<file path="src/design/dtgp_pkg.sv">
// ****************************************************************
// shared constants and carriers for the dual timer front end
// ****************************************************************
package dtgp_pkg;

    // special function register addresses
    localparam logic [7:0] DTGP_ADDR_GATE_MODE = 8'h89; // timer_pair_gate_mode_cfg
    localparam logic [7:0] DTGP_ADDR_PRESCALE = 8'h99;  // timer_pair_prescale_cfg
    localparam logic [7:0] DTGP_ADDR_TCTL_A = 8'h9a;    // timer a control
    localparam logic [7:0] DTGP_ADDR_TCTL_B = 8'h9b;    // timer b control

    // reset values
    localparam logic [7:0] DTGP_RST_GATE_MODE = 8'h00; // all gating and modes off
    localparam logic [7:0] DTGP_RST_PRESCALE = 8'h00;  // divide by one
    localparam logic [7:0] DTGP_RST_TCTL = 8'h00;      // stopped, count up

    // gate and mode register field positions
    localparam int DTGP_POS_GATE_B = 6;   // timer_b_gate_enable
    localparam int DTGP_POS_GATE_A = 5;   // timer_a_gate_enable
    localparam int DTGP_POS_SRC_B = 4;    // timer_b_source_select
    localparam int DTGP_POS_OE_B = 3;     // timer_b_pin_out_enable
    localparam int DTGP_POS_SPLIT_B = 2;  // timer_b_split_mode
    localparam int DTGP_POS_OE_A = 1;     // timer_a_pin_out_enable
    localparam int DTGP_POS_SPLIT_A = 0;  // timer_a_split_mode
    localparam int DTGP_POS_UNUSED = 7;   // reads as zero

    // prescale register nibbles
    localparam int DTGP_POS_PRE_B = 4;    // timer_b_prescale_code low bit
    localparam int DTGP_POS_PRE_A = 0;    // timer_a_prescale_code low bit
    localparam int DTGP_PRE_W = 4;        // code width

    // prescaler limits
    localparam logic [3:0] DTGP_PRE_MAX_CODE = 4'he; // codes above act as this
    localparam int DTGP_PRE_CNT_W = 14;               // up to 16384

    // count limits
    localparam logic [15:0] DTGP_CNT_TOP = 16'hffff;  // up wrap point
    localparam logic [15:0] DTGP_CNT_BOT = 16'h0000;  // down wrap point
    localparam logic [7:0] DTGP_BYTE_TOP = 8'hff;     // split mode up wrap
    localparam logic [7:0] DTGP_BYTE_BOT = 8'h00;     // split mode down wrap

    // per timer control register layout, msb first
    typedef struct packed {
        logic rollover_flag;      // overflow flag, bit 7
        logic ext_flag;           // stored only
        logic count_down_enable;  // direction, bit 5
        logic toggle_out;         // output mode, bit 4
        logic ext_enable;         // stored only
        logic run;                // run, bit 2
        logic event_count_enable; // count pin edges, bit 1
        logic reload_capture;     // stored only
    } dtgp_tctl_type;

    // special function register access
    typedef struct packed {
        logic [7:0] addr;  // register address
        logic wr;          // write strobe
        logic rd;          // read strobe
        logic [7:0] wdata; // write data
    } dtgp_sfr_type;

endpackage

</file>
<file path="src/design/dtgp_prescaler.sv">
`timescale 1ns/1ns
// ****************************************************************
// power of two prescaler as a clock enable strobe
// ****************************************************************
module dtgp_prescaler #(
    parameter int CNT_W = dtgp_pkg::DTGP_PRE_CNT_W // divider counter width
) (
    input wire logic sys_clk,          // system clock
    input wire logic sys_rst,          // sync reset, active high
    input wire logic clk_en,           // freezes state while low
    input wire logic [3:0] code,       // division code
    input wire logic tick_in,          // input tick
    output logic stb                   // one cycle divided tick
);
    import dtgp_pkg::*;

    logic [CNT_W-1:0] cnt_q;   // ticks seen
    logic [CNT_W-1:0] cnt_d;   // next tick count
    logic [CNT_W-1:0] limit;   // last count before strobe
    logic [3:0] eff_code;      // code with top code folded

    // strobe and next count; a strobe, not a derived clock
    always_comb begin
        eff_code = (code > DTGP_PRE_MAX_CODE) ? DTGP_PRE_MAX_CODE : code;
        limit = CNT_W'((32'h1 << eff_code) - 32'h1);
        stb = tick_in && (cnt_q >= limit);
        cnt_d = cnt_q;
        if (tick_in) begin
            cnt_d = stb ? '0 : cnt_q + CNT_W'(1);
        end
    end

    // register the count
    always_ff @(posedge sys_clk) begin
        if (sys_rst) begin
            cnt_q <= '0;
        end else if (clk_en) begin
            cnt_q <= cnt_d;
        end
    end
endmodule

</file>
<file path="src/design/dtgp_top.sv">
`timescale 1ns/1ns
// ****************************************************************
// dual timer gating, clock source, split mode and prescale front end
// ****************************************************************
// What this block does
// - gate enable: count only while gate pin high
// - timer b source: system clock or a overflow
// - timer a timer mode: prescaled system clock only
// - timer b output reaches pin only when enabled
// - timer a output reaches pin only when enabled
// - split bit: one 16-bit or two 8-bit
// - prescale register: b upper nibble, a lower
// - divide by two to code, top code 16384
// - overflow output pulses or toggles per mode
// - timers chain into longer counters
// - each timer counts up or down
// - each timer has count and gate pins
// - timer advances only while run set
// - overflow flag set on wrap, software clears while running
// - counter mode steps on count pin falls
// - count up by default, down when enabled
module dtgp_top (
    input wire logic sys_clk,                    // system clock, 10 MHz
    input wire logic sys_rst,                    // sync reset, active high
    input wire logic clk_en,                     // freezes all state while low
    input wire dtgp_pkg::dtgp_sfr_type sfr,      // register access from the core
    output logic [7:0] sfr_rdata,                // registered read data
    input wire logic ext_gate_pin_a,             // timer a gating pin
    input wire logic ext_gate_pin_b,             // timer b gating pin
    input wire logic count_input_pin_a,          // timer a count pin
    input wire logic count_input_pin_b,          // timer b count pin
    output logic [15:0] timer_a_count,           // timer a value
    output logic [15:0] timer_b_count,           // timer b value
    output logic timer_a_out,                    // timer a output pin level
    output logic timer_a_out_en,                 // timer a pin drive enable
    output logic timer_b_out,                    // timer b output pin level
    output logic timer_b_out_en,                 // timer b pin drive enable
    output logic timer_a_irq_req,                // timer a interrupt request pulse
    output logic timer_b_irq_req                 // timer b interrupt request pulse
);
    import dtgp_pkg::*;

    // ****************************************************************
    // registers
    // ****************************************************************
    logic [7:0] gate_mode_q;        // timer_pair_gate_mode_cfg
    logic [7:0] gate_mode_d;        // next gate and mode config
    logic [7:0] prescale_q;         // timer_pair_prescale_cfg
    logic [7:0] prescale_d;         // next prescale config
    dtgp_tctl_type tctl_q [2];      // per timer control
    dtgp_tctl_type tctl_d [2];      // next per timer control
    logic [7:0] rdata_q;            // read data
    logic [7:0] rdata_d;            // next read data

    // ****************************************************************
    // timer state
    // ****************************************************************
    logic [15:0] cnt_q [2];         // counts
    logic [15:0] cnt_d [2];         // next counts
    logic [1:0] pin_prev_q;         // count pin last level
    logic [1:0] pin_prev_d;         // next count pin level
    logic [1:0] out_q;              // output levels
    logic [1:0] out_d;              // next output levels
    logic [1:0] oe_q;               // pin enables
    logic [1:0] oe_d;               // next pin enables
    logic [1:0] irq_q;              // interrupt request pulses
    logic [1:0] irq_d;              // next request pulses

    // ****************************************************************
    // per timer decoded controls and events
    // ****************************************************************
    logic [1:0] gate_en;            // gate_enable_bit per timer
    logic [1:0] gate_pin;           // ext_gate_pin per timer
    logic [1:0] split;              // split_mode_bit per timer
    logic [1:0] pin_oe;             // pin out enable per timer
    logic [3:0] pre_code [2];       // prescale codes
    logic [1:0] pre_tick;           // ticks into prescalers
    logic [1:0] pre_stb;            // prescaler strobes
    logic [1:0] fall;               // count pin falling edges
    logic [1:0] step;               // timer advances this cycle
    logic [1:0] ovf_evt;            // wrap this cycle
    logic [1:0] ctl_wr;             // control register written
    logic [1:0] pin_now;            // count pin levels

    // field decode and clock selection
    always_comb begin
        gate_en = {gate_mode_q[DTGP_POS_GATE_B], gate_mode_q[DTGP_POS_GATE_A]};
        gate_pin = {ext_gate_pin_b, ext_gate_pin_a};
        pin_now = {count_input_pin_b, count_input_pin_a};
        split = {gate_mode_q[DTGP_POS_SPLIT_B], gate_mode_q[DTGP_POS_SPLIT_A]};
        pin_oe = {gate_mode_q[DTGP_POS_OE_B], gate_mode_q[DTGP_POS_OE_A]};
        pre_code[0] = prescale_q[DTGP_POS_PRE_A +: DTGP_PRE_W];
        pre_code[1] = prescale_q[DTGP_POS_PRE_B +: DTGP_PRE_W];
        fall = pin_prev_q & ~pin_now;
        // timer a has no other clock in timer mode
        pre_tick[0] = 1'b1;
        // timer b from system clock or timer a wrap, which chains them
        pre_tick[1] = gate_mode_q[DTGP_POS_SRC_B] ? ovf_evt[0] : 1'b1;
    end

    // ****************************************************************
    // prescalers
    // ****************************************************************
    dtgp_prescaler #(.CNT_W(DTGP_PRE_CNT_W)) u_pre_a (
        .sys_clk(sys_clk),
        .sys_rst(sys_rst),
        .clk_en(clk_en),
        .code(pre_code[0]),
        .tick_in(pre_tick[0]),
        .stb(pre_stb[0])
    );

    dtgp_prescaler #(.CNT_W(DTGP_PRE_CNT_W)) u_pre_b (
        .sys_clk(sys_clk),
        .sys_rst(sys_rst),
        .clk_en(clk_en),
        .code(pre_code[1]),
        .tick_in(pre_tick[1]),
        .stb(pre_stb[1])
    );

    // ****************************************************************
    // counting, overflow, outputs and register access
    // ****************************************************************
    always_comb begin
        gate_mode_d = gate_mode_q;
        prescale_d = prescale_q;
        rdata_d = rdata_q;
        pin_prev_d = pin_now;
        irq_d = 2'b00;
        ctl_wr = 2'b00;
        // register writes; unused addresses are ignored
        if (sfr.wr) begin
            if (sfr.addr == DTGP_ADDR_GATE_MODE) begin
                gate_mode_d = sfr.wdata;
                gate_mode_d[DTGP_POS_UNUSED] = 1'b0;
            end else if (sfr.addr == DTGP_ADDR_PRESCALE) begin
                prescale_d = sfr.wdata;
            end else if (sfr.addr == DTGP_ADDR_TCTL_A) begin
                ctl_wr[0] = 1'b1;
            end else if (sfr.addr == DTGP_ADDR_TCTL_B) begin
                ctl_wr[1] = 1'b1;
            end
        end
        // reads return the value before any same cycle write
        if (sfr.rd) begin
            if (sfr.addr == DTGP_ADDR_GATE_MODE) begin
                rdata_d = {1'b0, gate_mode_q[6:0]};
            end else if (sfr.addr == DTGP_ADDR_PRESCALE) begin
                rdata_d = prescale_q;
            end else if (sfr.addr == DTGP_ADDR_TCTL_A) begin
                rdata_d = tctl_q[0];
            end else if (sfr.addr == DTGP_ADDR_TCTL_B) begin
                rdata_d = tctl_q[1];
            end else begin
                rdata_d = 8'h00;
            end
        end
        for (int i = 0; i < 2; i++) begin
            cnt_d[i] = cnt_q[i];
            out_d[i] = 1'b0;
            // counter mode uses pin falls, timer mode the prescaled tick
            step[i] = (tctl_q[i].event_count_enable ? fall[i] : pre_stb[i])
                && tctl_q[i].run
                && (!gate_en[i] || gate_pin[i]);
            ovf_evt[i] = 1'b0;
            if (step[i]) begin
                if (tctl_q[i].count_down_enable) begin
                    if (split[i]) begin
                        ovf_evt[i] = (cnt_q[i][7:0] == DTGP_BYTE_BOT);
                        cnt_d[i] = {cnt_q[i][15:8] - 8'h01, cnt_q[i][7:0] - 8'h01};
                    end else begin
                        ovf_evt[i] = (cnt_q[i] == DTGP_CNT_BOT);
                        cnt_d[i] = cnt_q[i] - 16'h0001;
                    end
                end else begin
                    if (split[i]) begin
                        ovf_evt[i] = (cnt_q[i][7:0] == DTGP_BYTE_TOP);
                        cnt_d[i] = {cnt_q[i][15:8] + 8'h01, cnt_q[i][7:0] + 8'h01};
                    end else begin
                        ovf_evt[i] = (cnt_q[i] == DTGP_CNT_TOP);
                        cnt_d[i] = cnt_q[i] + 16'h0001;
                    end
                end
            end
            // control register; one sets the flag, zero clears it only while running
            tctl_d[i] = tctl_q[i];
            if (ctl_wr[i]) begin
                tctl_d[i] = sfr.wdata;
                tctl_d[i].rollover_flag = sfr.wdata[7]
                    || (tctl_q[i].rollover_flag && !tctl_q[i].run);
                irq_d[i] = sfr.wdata[7];
            end
            // hardware set beats a software clear
            if (ovf_evt[i]) begin
                tctl_d[i].rollover_flag = 1'b1;
                irq_d[i] = 1'b1;
            end
            // pulse or toggle, held low when the pin is not enabled
            if (tctl_q[i].toggle_out) begin
                out_d[i] = out_q[i] ^ ovf_evt[i];
            end else begin
                out_d[i] = ovf_evt[i];
            end
            out_d[i] = out_d[i] && pin_oe[i];
            oe_d[i] = pin_oe[i];
        end
    end

    // register all state
    always_ff @(posedge sys_clk) begin
        if (sys_rst) begin
            gate_mode_q <= DTGP_RST_GATE_MODE;
            prescale_q <= DTGP_RST_PRESCALE;
            tctl_q[0] <= DTGP_RST_TCTL;
            tctl_q[1] <= DTGP_RST_TCTL;
            rdata_q <= 8'h00;
            cnt_q[0] <= 16'h0000;
            cnt_q[1] <= 16'h0000;
            pin_prev_q <= 2'b00;
            out_q <= 2'b00;
            oe_q <= 2'b00;
            irq_q <= 2'b00;
        end else if (clk_en) begin
            gate_mode_q <= gate_mode_d;
            prescale_q <= prescale_d;
            tctl_q[0] <= tctl_d[0];
            tctl_q[1] <= tctl_d[1];
            rdata_q <= rdata_d;
            cnt_q[0] <= cnt_d[0];
            cnt_q[1] <= cnt_d[1];
            pin_prev_q <= pin_prev_d;
            out_q <= out_d;
            oe_q <= oe_d;
            irq_q <= irq_d;
        end
    end

    // outputs straight from flops
    assign sfr_rdata = rdata_q;
    assign timer_a_count = cnt_q[0];
    assign timer_b_count = cnt_q[1];
    assign timer_a_out = out_q[0];
    assign timer_b_out = out_q[1];
    assign timer_a_out_en = oe_q[0];
    assign timer_b_out_en = oe_q[1];
    assign timer_a_irq_req = irq_q[0];
    assign timer_b_irq_req = irq_q[1];
endmodule

</file>
<file path="config.mk">
export PLATFORM = sky130hd
export DESIGN_NAME = dtgp_top
export DESIGN_NICKNAME = d
export VERILOG_FILES = /design/src/design/dtgp_pkg.sv /design/src/design/dtgp_prescaler.sv /design/src/design/dtgp_top.sv
export SDC_FILE = /design/constraint.sdc
export NUM_CORES = 1
export LEC_CHECK = 0
export ABC_AREA = 1
export BUFFER_PORTS_ARGS = -buffer_cell sky130_fd_sc_hd__buf_2
export CORE_ASPECT_RATIO = 1.2
export CORE_MARGIN = 2
export CORE_UTILIZATION = 60
export DETAILED_ROUTE_END_ITERATION = 7
export HOLD_SLACK_MARGIN = 0.08
export PLACE_DENSITY = 0.81
export SLEW_MARGIN = 20
export SYNTH_ARGS = -nofsm -noshare
export SYNTH_HDL_FRONTEND = slang
export SYNTH_SLANG_ARGS = --single-unit
</file>
<file path="constraint.sdc">
create_clock -name sys_clk -period 5.49 [get_ports sys_clk]
set_clock_uncertainty 0.2 [all_clocks]
set_input_delay 1.098 -clock sys_clk [delete_from_list [all_inputs] [get_ports sys_clk]]
set_output_delay 1.098 -clock sys_clk [all_outputs]
set_load 0.02 [all_outputs]
</file>
==> reports/metrics.csv <==
metric,value,unit
status,finished clean,
ratio of final minimum period to clock period,72.4,%
post-CTS setup buffers,0,
Crit path largest cell delay,0.54,ns
num rows,42,
CTS max path bufs,2,
fillers,951,
register bit total from synthesis,107,
P_sw,0.462,mW
CTS tree,yes,
share of power burned in registers,53.3,%
vias in the first global route,5825,
Setup Crit Path Kind,register to register,
CP Buf/Inv Count,2,
top cell type by total area after synthesis,edfxtp_1,
RSZ-0062 raised after global routing,no,
initial core utilization,61.6,%
maximum fanout along the worst path,16,
Syn Area/Cell,7.43,um^2
Cell Pwr Density,226,nW/um^2
root buffer cell,clkbuf_16,
setup tns final,0,ns
Post-DP Area,7200,um^2
via count,6384,
Synth top area share,21.2,%
clk_lat worst skew,0.35,ns
WL final,16.7,mm
worst rel slew slack,48.8,%
Crit path depth,19,
CP Cell Sequence,inv_1 > nor4_1 > inv_1 > o211ai_1 > a21oi_1 > xnor2_1 > ha_1 > nand2_1 > nor2_1 > nand2_1 > o21ai_0 > nor2_1 > nand3_1 > nand3_2 > nand2_4 > nand2_4 > nand2_1 > nand3_1 > nand2_1,
Int Pwr,1.23,mW
first-pass GRT wire length,27.0,mm
fin crit period,3.97,ns
Syn Nets,980,
synth unique cells,49,
Reg2Reg Depth,19,
chip width,101,um
worst r2r src,prescale_q[1]$_SDFFE_PP0P_,
final hold viol count,0,
hold path cells,2,
Peak Freq,252,MHz
"CTS clk-pin slew, worst paths",0.07,ns
Hold Crit Endpoint,pin_prev_q[0]$_SDFFE_PP0P_,
WP data required,5.28,ns
GR Overflow Total,0,
number of DRC markers in iteration 0,420,
Finished Core Util,67.7,%
initial antenna violation count,0,
largest net degree at the start of global routing,35,
slowest CP cell,nand2_1,
gr usage total,27.6,%
P&R area growth vs syn,9.86,%
CTS sink cnt,107,
Detailed Place HPWL,12.4,mm
cell mode on critical path,nand2_1,
critical path startpoint category,register,
ANT cells,0,
routed len/inst,15.1,um
drt drc,0,
worst slew pin tran,0.762,ns
IO buf count,70,
htree depth,3,
vias per cell,5.76,
DR pass1 iterations,7,
reg2reg setup slack,1.52,ns
switching share of total power,27.4,%
worst vdd ir,145,uV
I/O pin count,71,
Final ANT Viol Nets,0,
register area share after synthesis,38.6,%
CTS buffer count,9,
top post-synthesis cells by area,"edfxtp_1 (21%), dfxtp_1 (17%), nand2_1 (8.8%)",
GPL Wtd Cong,0.980,
Setup crit end kind,register,
core region area,11000,um^2
chip height,121,um
Reg-to-Reg End,cnt_q[0][19]$_SDFFCE_PN0P_,
number of max-cap violations,0,
YS warnings,0,
Pleak,3.18,nW
Mapped Cells,915,
layout cells sized above 1,11.3,%
Setup Viol. Count Final,0,
area of the mapped netlist,6800,um^2
Final Max Slew Viols,0,
hold_sp,pin_prev_q[0]$_SDFFE_PP0P_,
Top delay family on crit path,simple AND/OR/NAND/NOR gates,
Resize count post-CTS,0,
CP arrival,3.76,ns
cts hold-fix bufs,0,
nets@finish,1038,
Clk pwr share,36.0,%
fin area,7470,um^2
combinational share of power,10.7,%
die area,12200,um^2
Hold Path Class,register to register,
==> synth_stat cells (all sizes together) <==
library cell	count
nand2	167
inv	119
nor2	107
a21oi	98
o21ai	86
dfxtp	59
nand3	58
edfxtp	48
ha	40
nor3	22
clkbuf	17
nand4	12
xnor2	10
xor2	10
nor4	9
buf	8
nor3b	7
o22ai	7
a211oi	6
nand3b	4
o211ai	4
clkinv	3
a31oi	2
o21a	2
o32ai	2
a21boi	1
a221oi	1
a32o	1
a32oi	1
and3	1
o21bai	1
o31ai	1
or2	1
==> cells by family (layout without fill, tap and decap cells) <==
family                     count (synthesis)  in the layout  synth area share (%)
xor gates and xnor gates                  20             20                  2.58
adders and majority gates                 40             40                  7.36
DFF                                      107            107                  38.6
buffers and inverters                    147            209                  8.70
and+or+nand+nor                          388            388                  25.8
AOI/OAI and AO/OA                        213            213                  17.0
==> metrics by stage <==
| step | hold slack [ns] | worst slack (ns) | power, mW | cells |
|---|---|---|---|---|
| global placement | 0.244 | 1.72 | 1.09 | 1094 |
| global route | 0.283 | 1.13 | 1.74 | 1109 |
| CTS | 0.267 | 1.55 | 1.69 | 1109 |
| floorplan | 0.229 | 2.01 | 1.03 | 915 |
| detailed placement | 0.254 | 1.56 | 1.10 | 1094 |
| finish | 0.268 | 1.52 | 1.69 | 1109 |
==> worst register-to-register path, cell delays in order (launching register included) <==
cell      delay [ns]
dfxtp_1         0.50
inv_1           0.10
nor4_1          0.39
inv_1           0.09
o211ai_1        0.13
a21oi_1         0.09
xnor2_1         0.14
ha_1            0.27
nand2_1         0.05
nor2_1          0.11
nand2_1         0.08
o21ai_0         0.14
nor2_1          0.09
nand3_1         0.11
nand3_2         0.14
nand2_4         0.12
nand2_4         0.10
nand2_1         0.13
nand3_1         0.08
nand2_1         0.54
==> state kept, by name, indices dropped and copies added, names as in the netlist <==
signal / count
out_q: 2
pin_prev_q: 2
irq_q: 2
sfr_rdata: 8
oe_q: 2
cnt_q: 32
tctl_q: 16
gate_mode_q: 7
u_pre_a.cnt_q: 14
u_pre_b.cnt_q: 14
prescale_q: 8
==> placed cells by master, fill, tap and decap left out, types with 3 or more instances in the layout <==
master / n
nand2_1: 160
inv_1: 116
nor2_1: 103
a21oi_1: 98
o21ai_0: 81
buf_2: 70
dfxtp_1: 59
nand3_1: 57
edfxtp_1: 48
ha_1: 40
nor3_1: 19
nand4_1: 11
xnor2_1: 10
xor2_1: 10
clkbuf_16: 9
nor4_1: 8
nor3b_1: 7
o22ai_1: 7
a211oi_1: 6
o211ai_1: 4
nand2_4: 4
nor2_2: 4
nand3b_1: 4
nand2_2: 3
clkinv_1: 3
inv_6: 3
==> how the worst max path moves through the flow <==
stage,startpoint,endpoint,slack [ns]
3_3_place_gp,prescale_q[1]$_SDFFE_PP0P_,cnt_q[0][19]$_SDFFCE_PN0P_,1.72
6_report,prescale_q[1]$_SDFFE_PP0P_,cnt_q[0][19]$_SDFFCE_PN0P_,1.52
4_1_cts,prescale_q[1]$_SDFFE_PP0P_,cnt_q[0][19]$_SDFFCE_PN0P_,1.55
5_1_grt,prescale_q[1]$_SDFFE_PP0P_,cnt_q[0][19]$_SDFFCE_PN0P_,1.13
3_5_place_dp,prescale_q[1]$_SDFFE_PP0P_,cnt_q[0][19]$_SDFFCE_PN0P_,1.56
2_1_floorplan,prescale_q[1]$_SDFFE_PP0P_,cnt_q[0][16]$_SDFFCE_PN0P_,2.01
==> metal layers <==
metal	wire (um)	GRT usage, %	vias to the layer above	part of all wire (%)
li1	-	-	3209	-
met5	0	0	-	0
met1	7080	34.7	2921	42
met3	879	3.87	41	5.3
met4	502	10.9	0	3.0
met2	8250	47.3	213	49
==> power by group through the flow <==
stage	Sequential, mW	Clock [mW]	Combinational, mW
final	0.900	0.608	0.181
after global routing	0.905	0.631	0.200
after CTS	0.899	0.612	0.180
after detailed placement	0.917	0	0.178
after global placement	0.917	0	0.176
after floorplan	0.928	0	0.104
==> layout make-up <==
class	instances	area (um^2)	share of cell area, %
well taps	132	165	2.21
multi-input cells	661	3590	48.0
inverters	122	463	6.20
flip-flops and latches	107	2620	35.1
clock inverters	5	37.5	0.502
clock buffers	10	229	3.06
repair buffers	72	365	4.89
(Power assumes the default switching activity.)
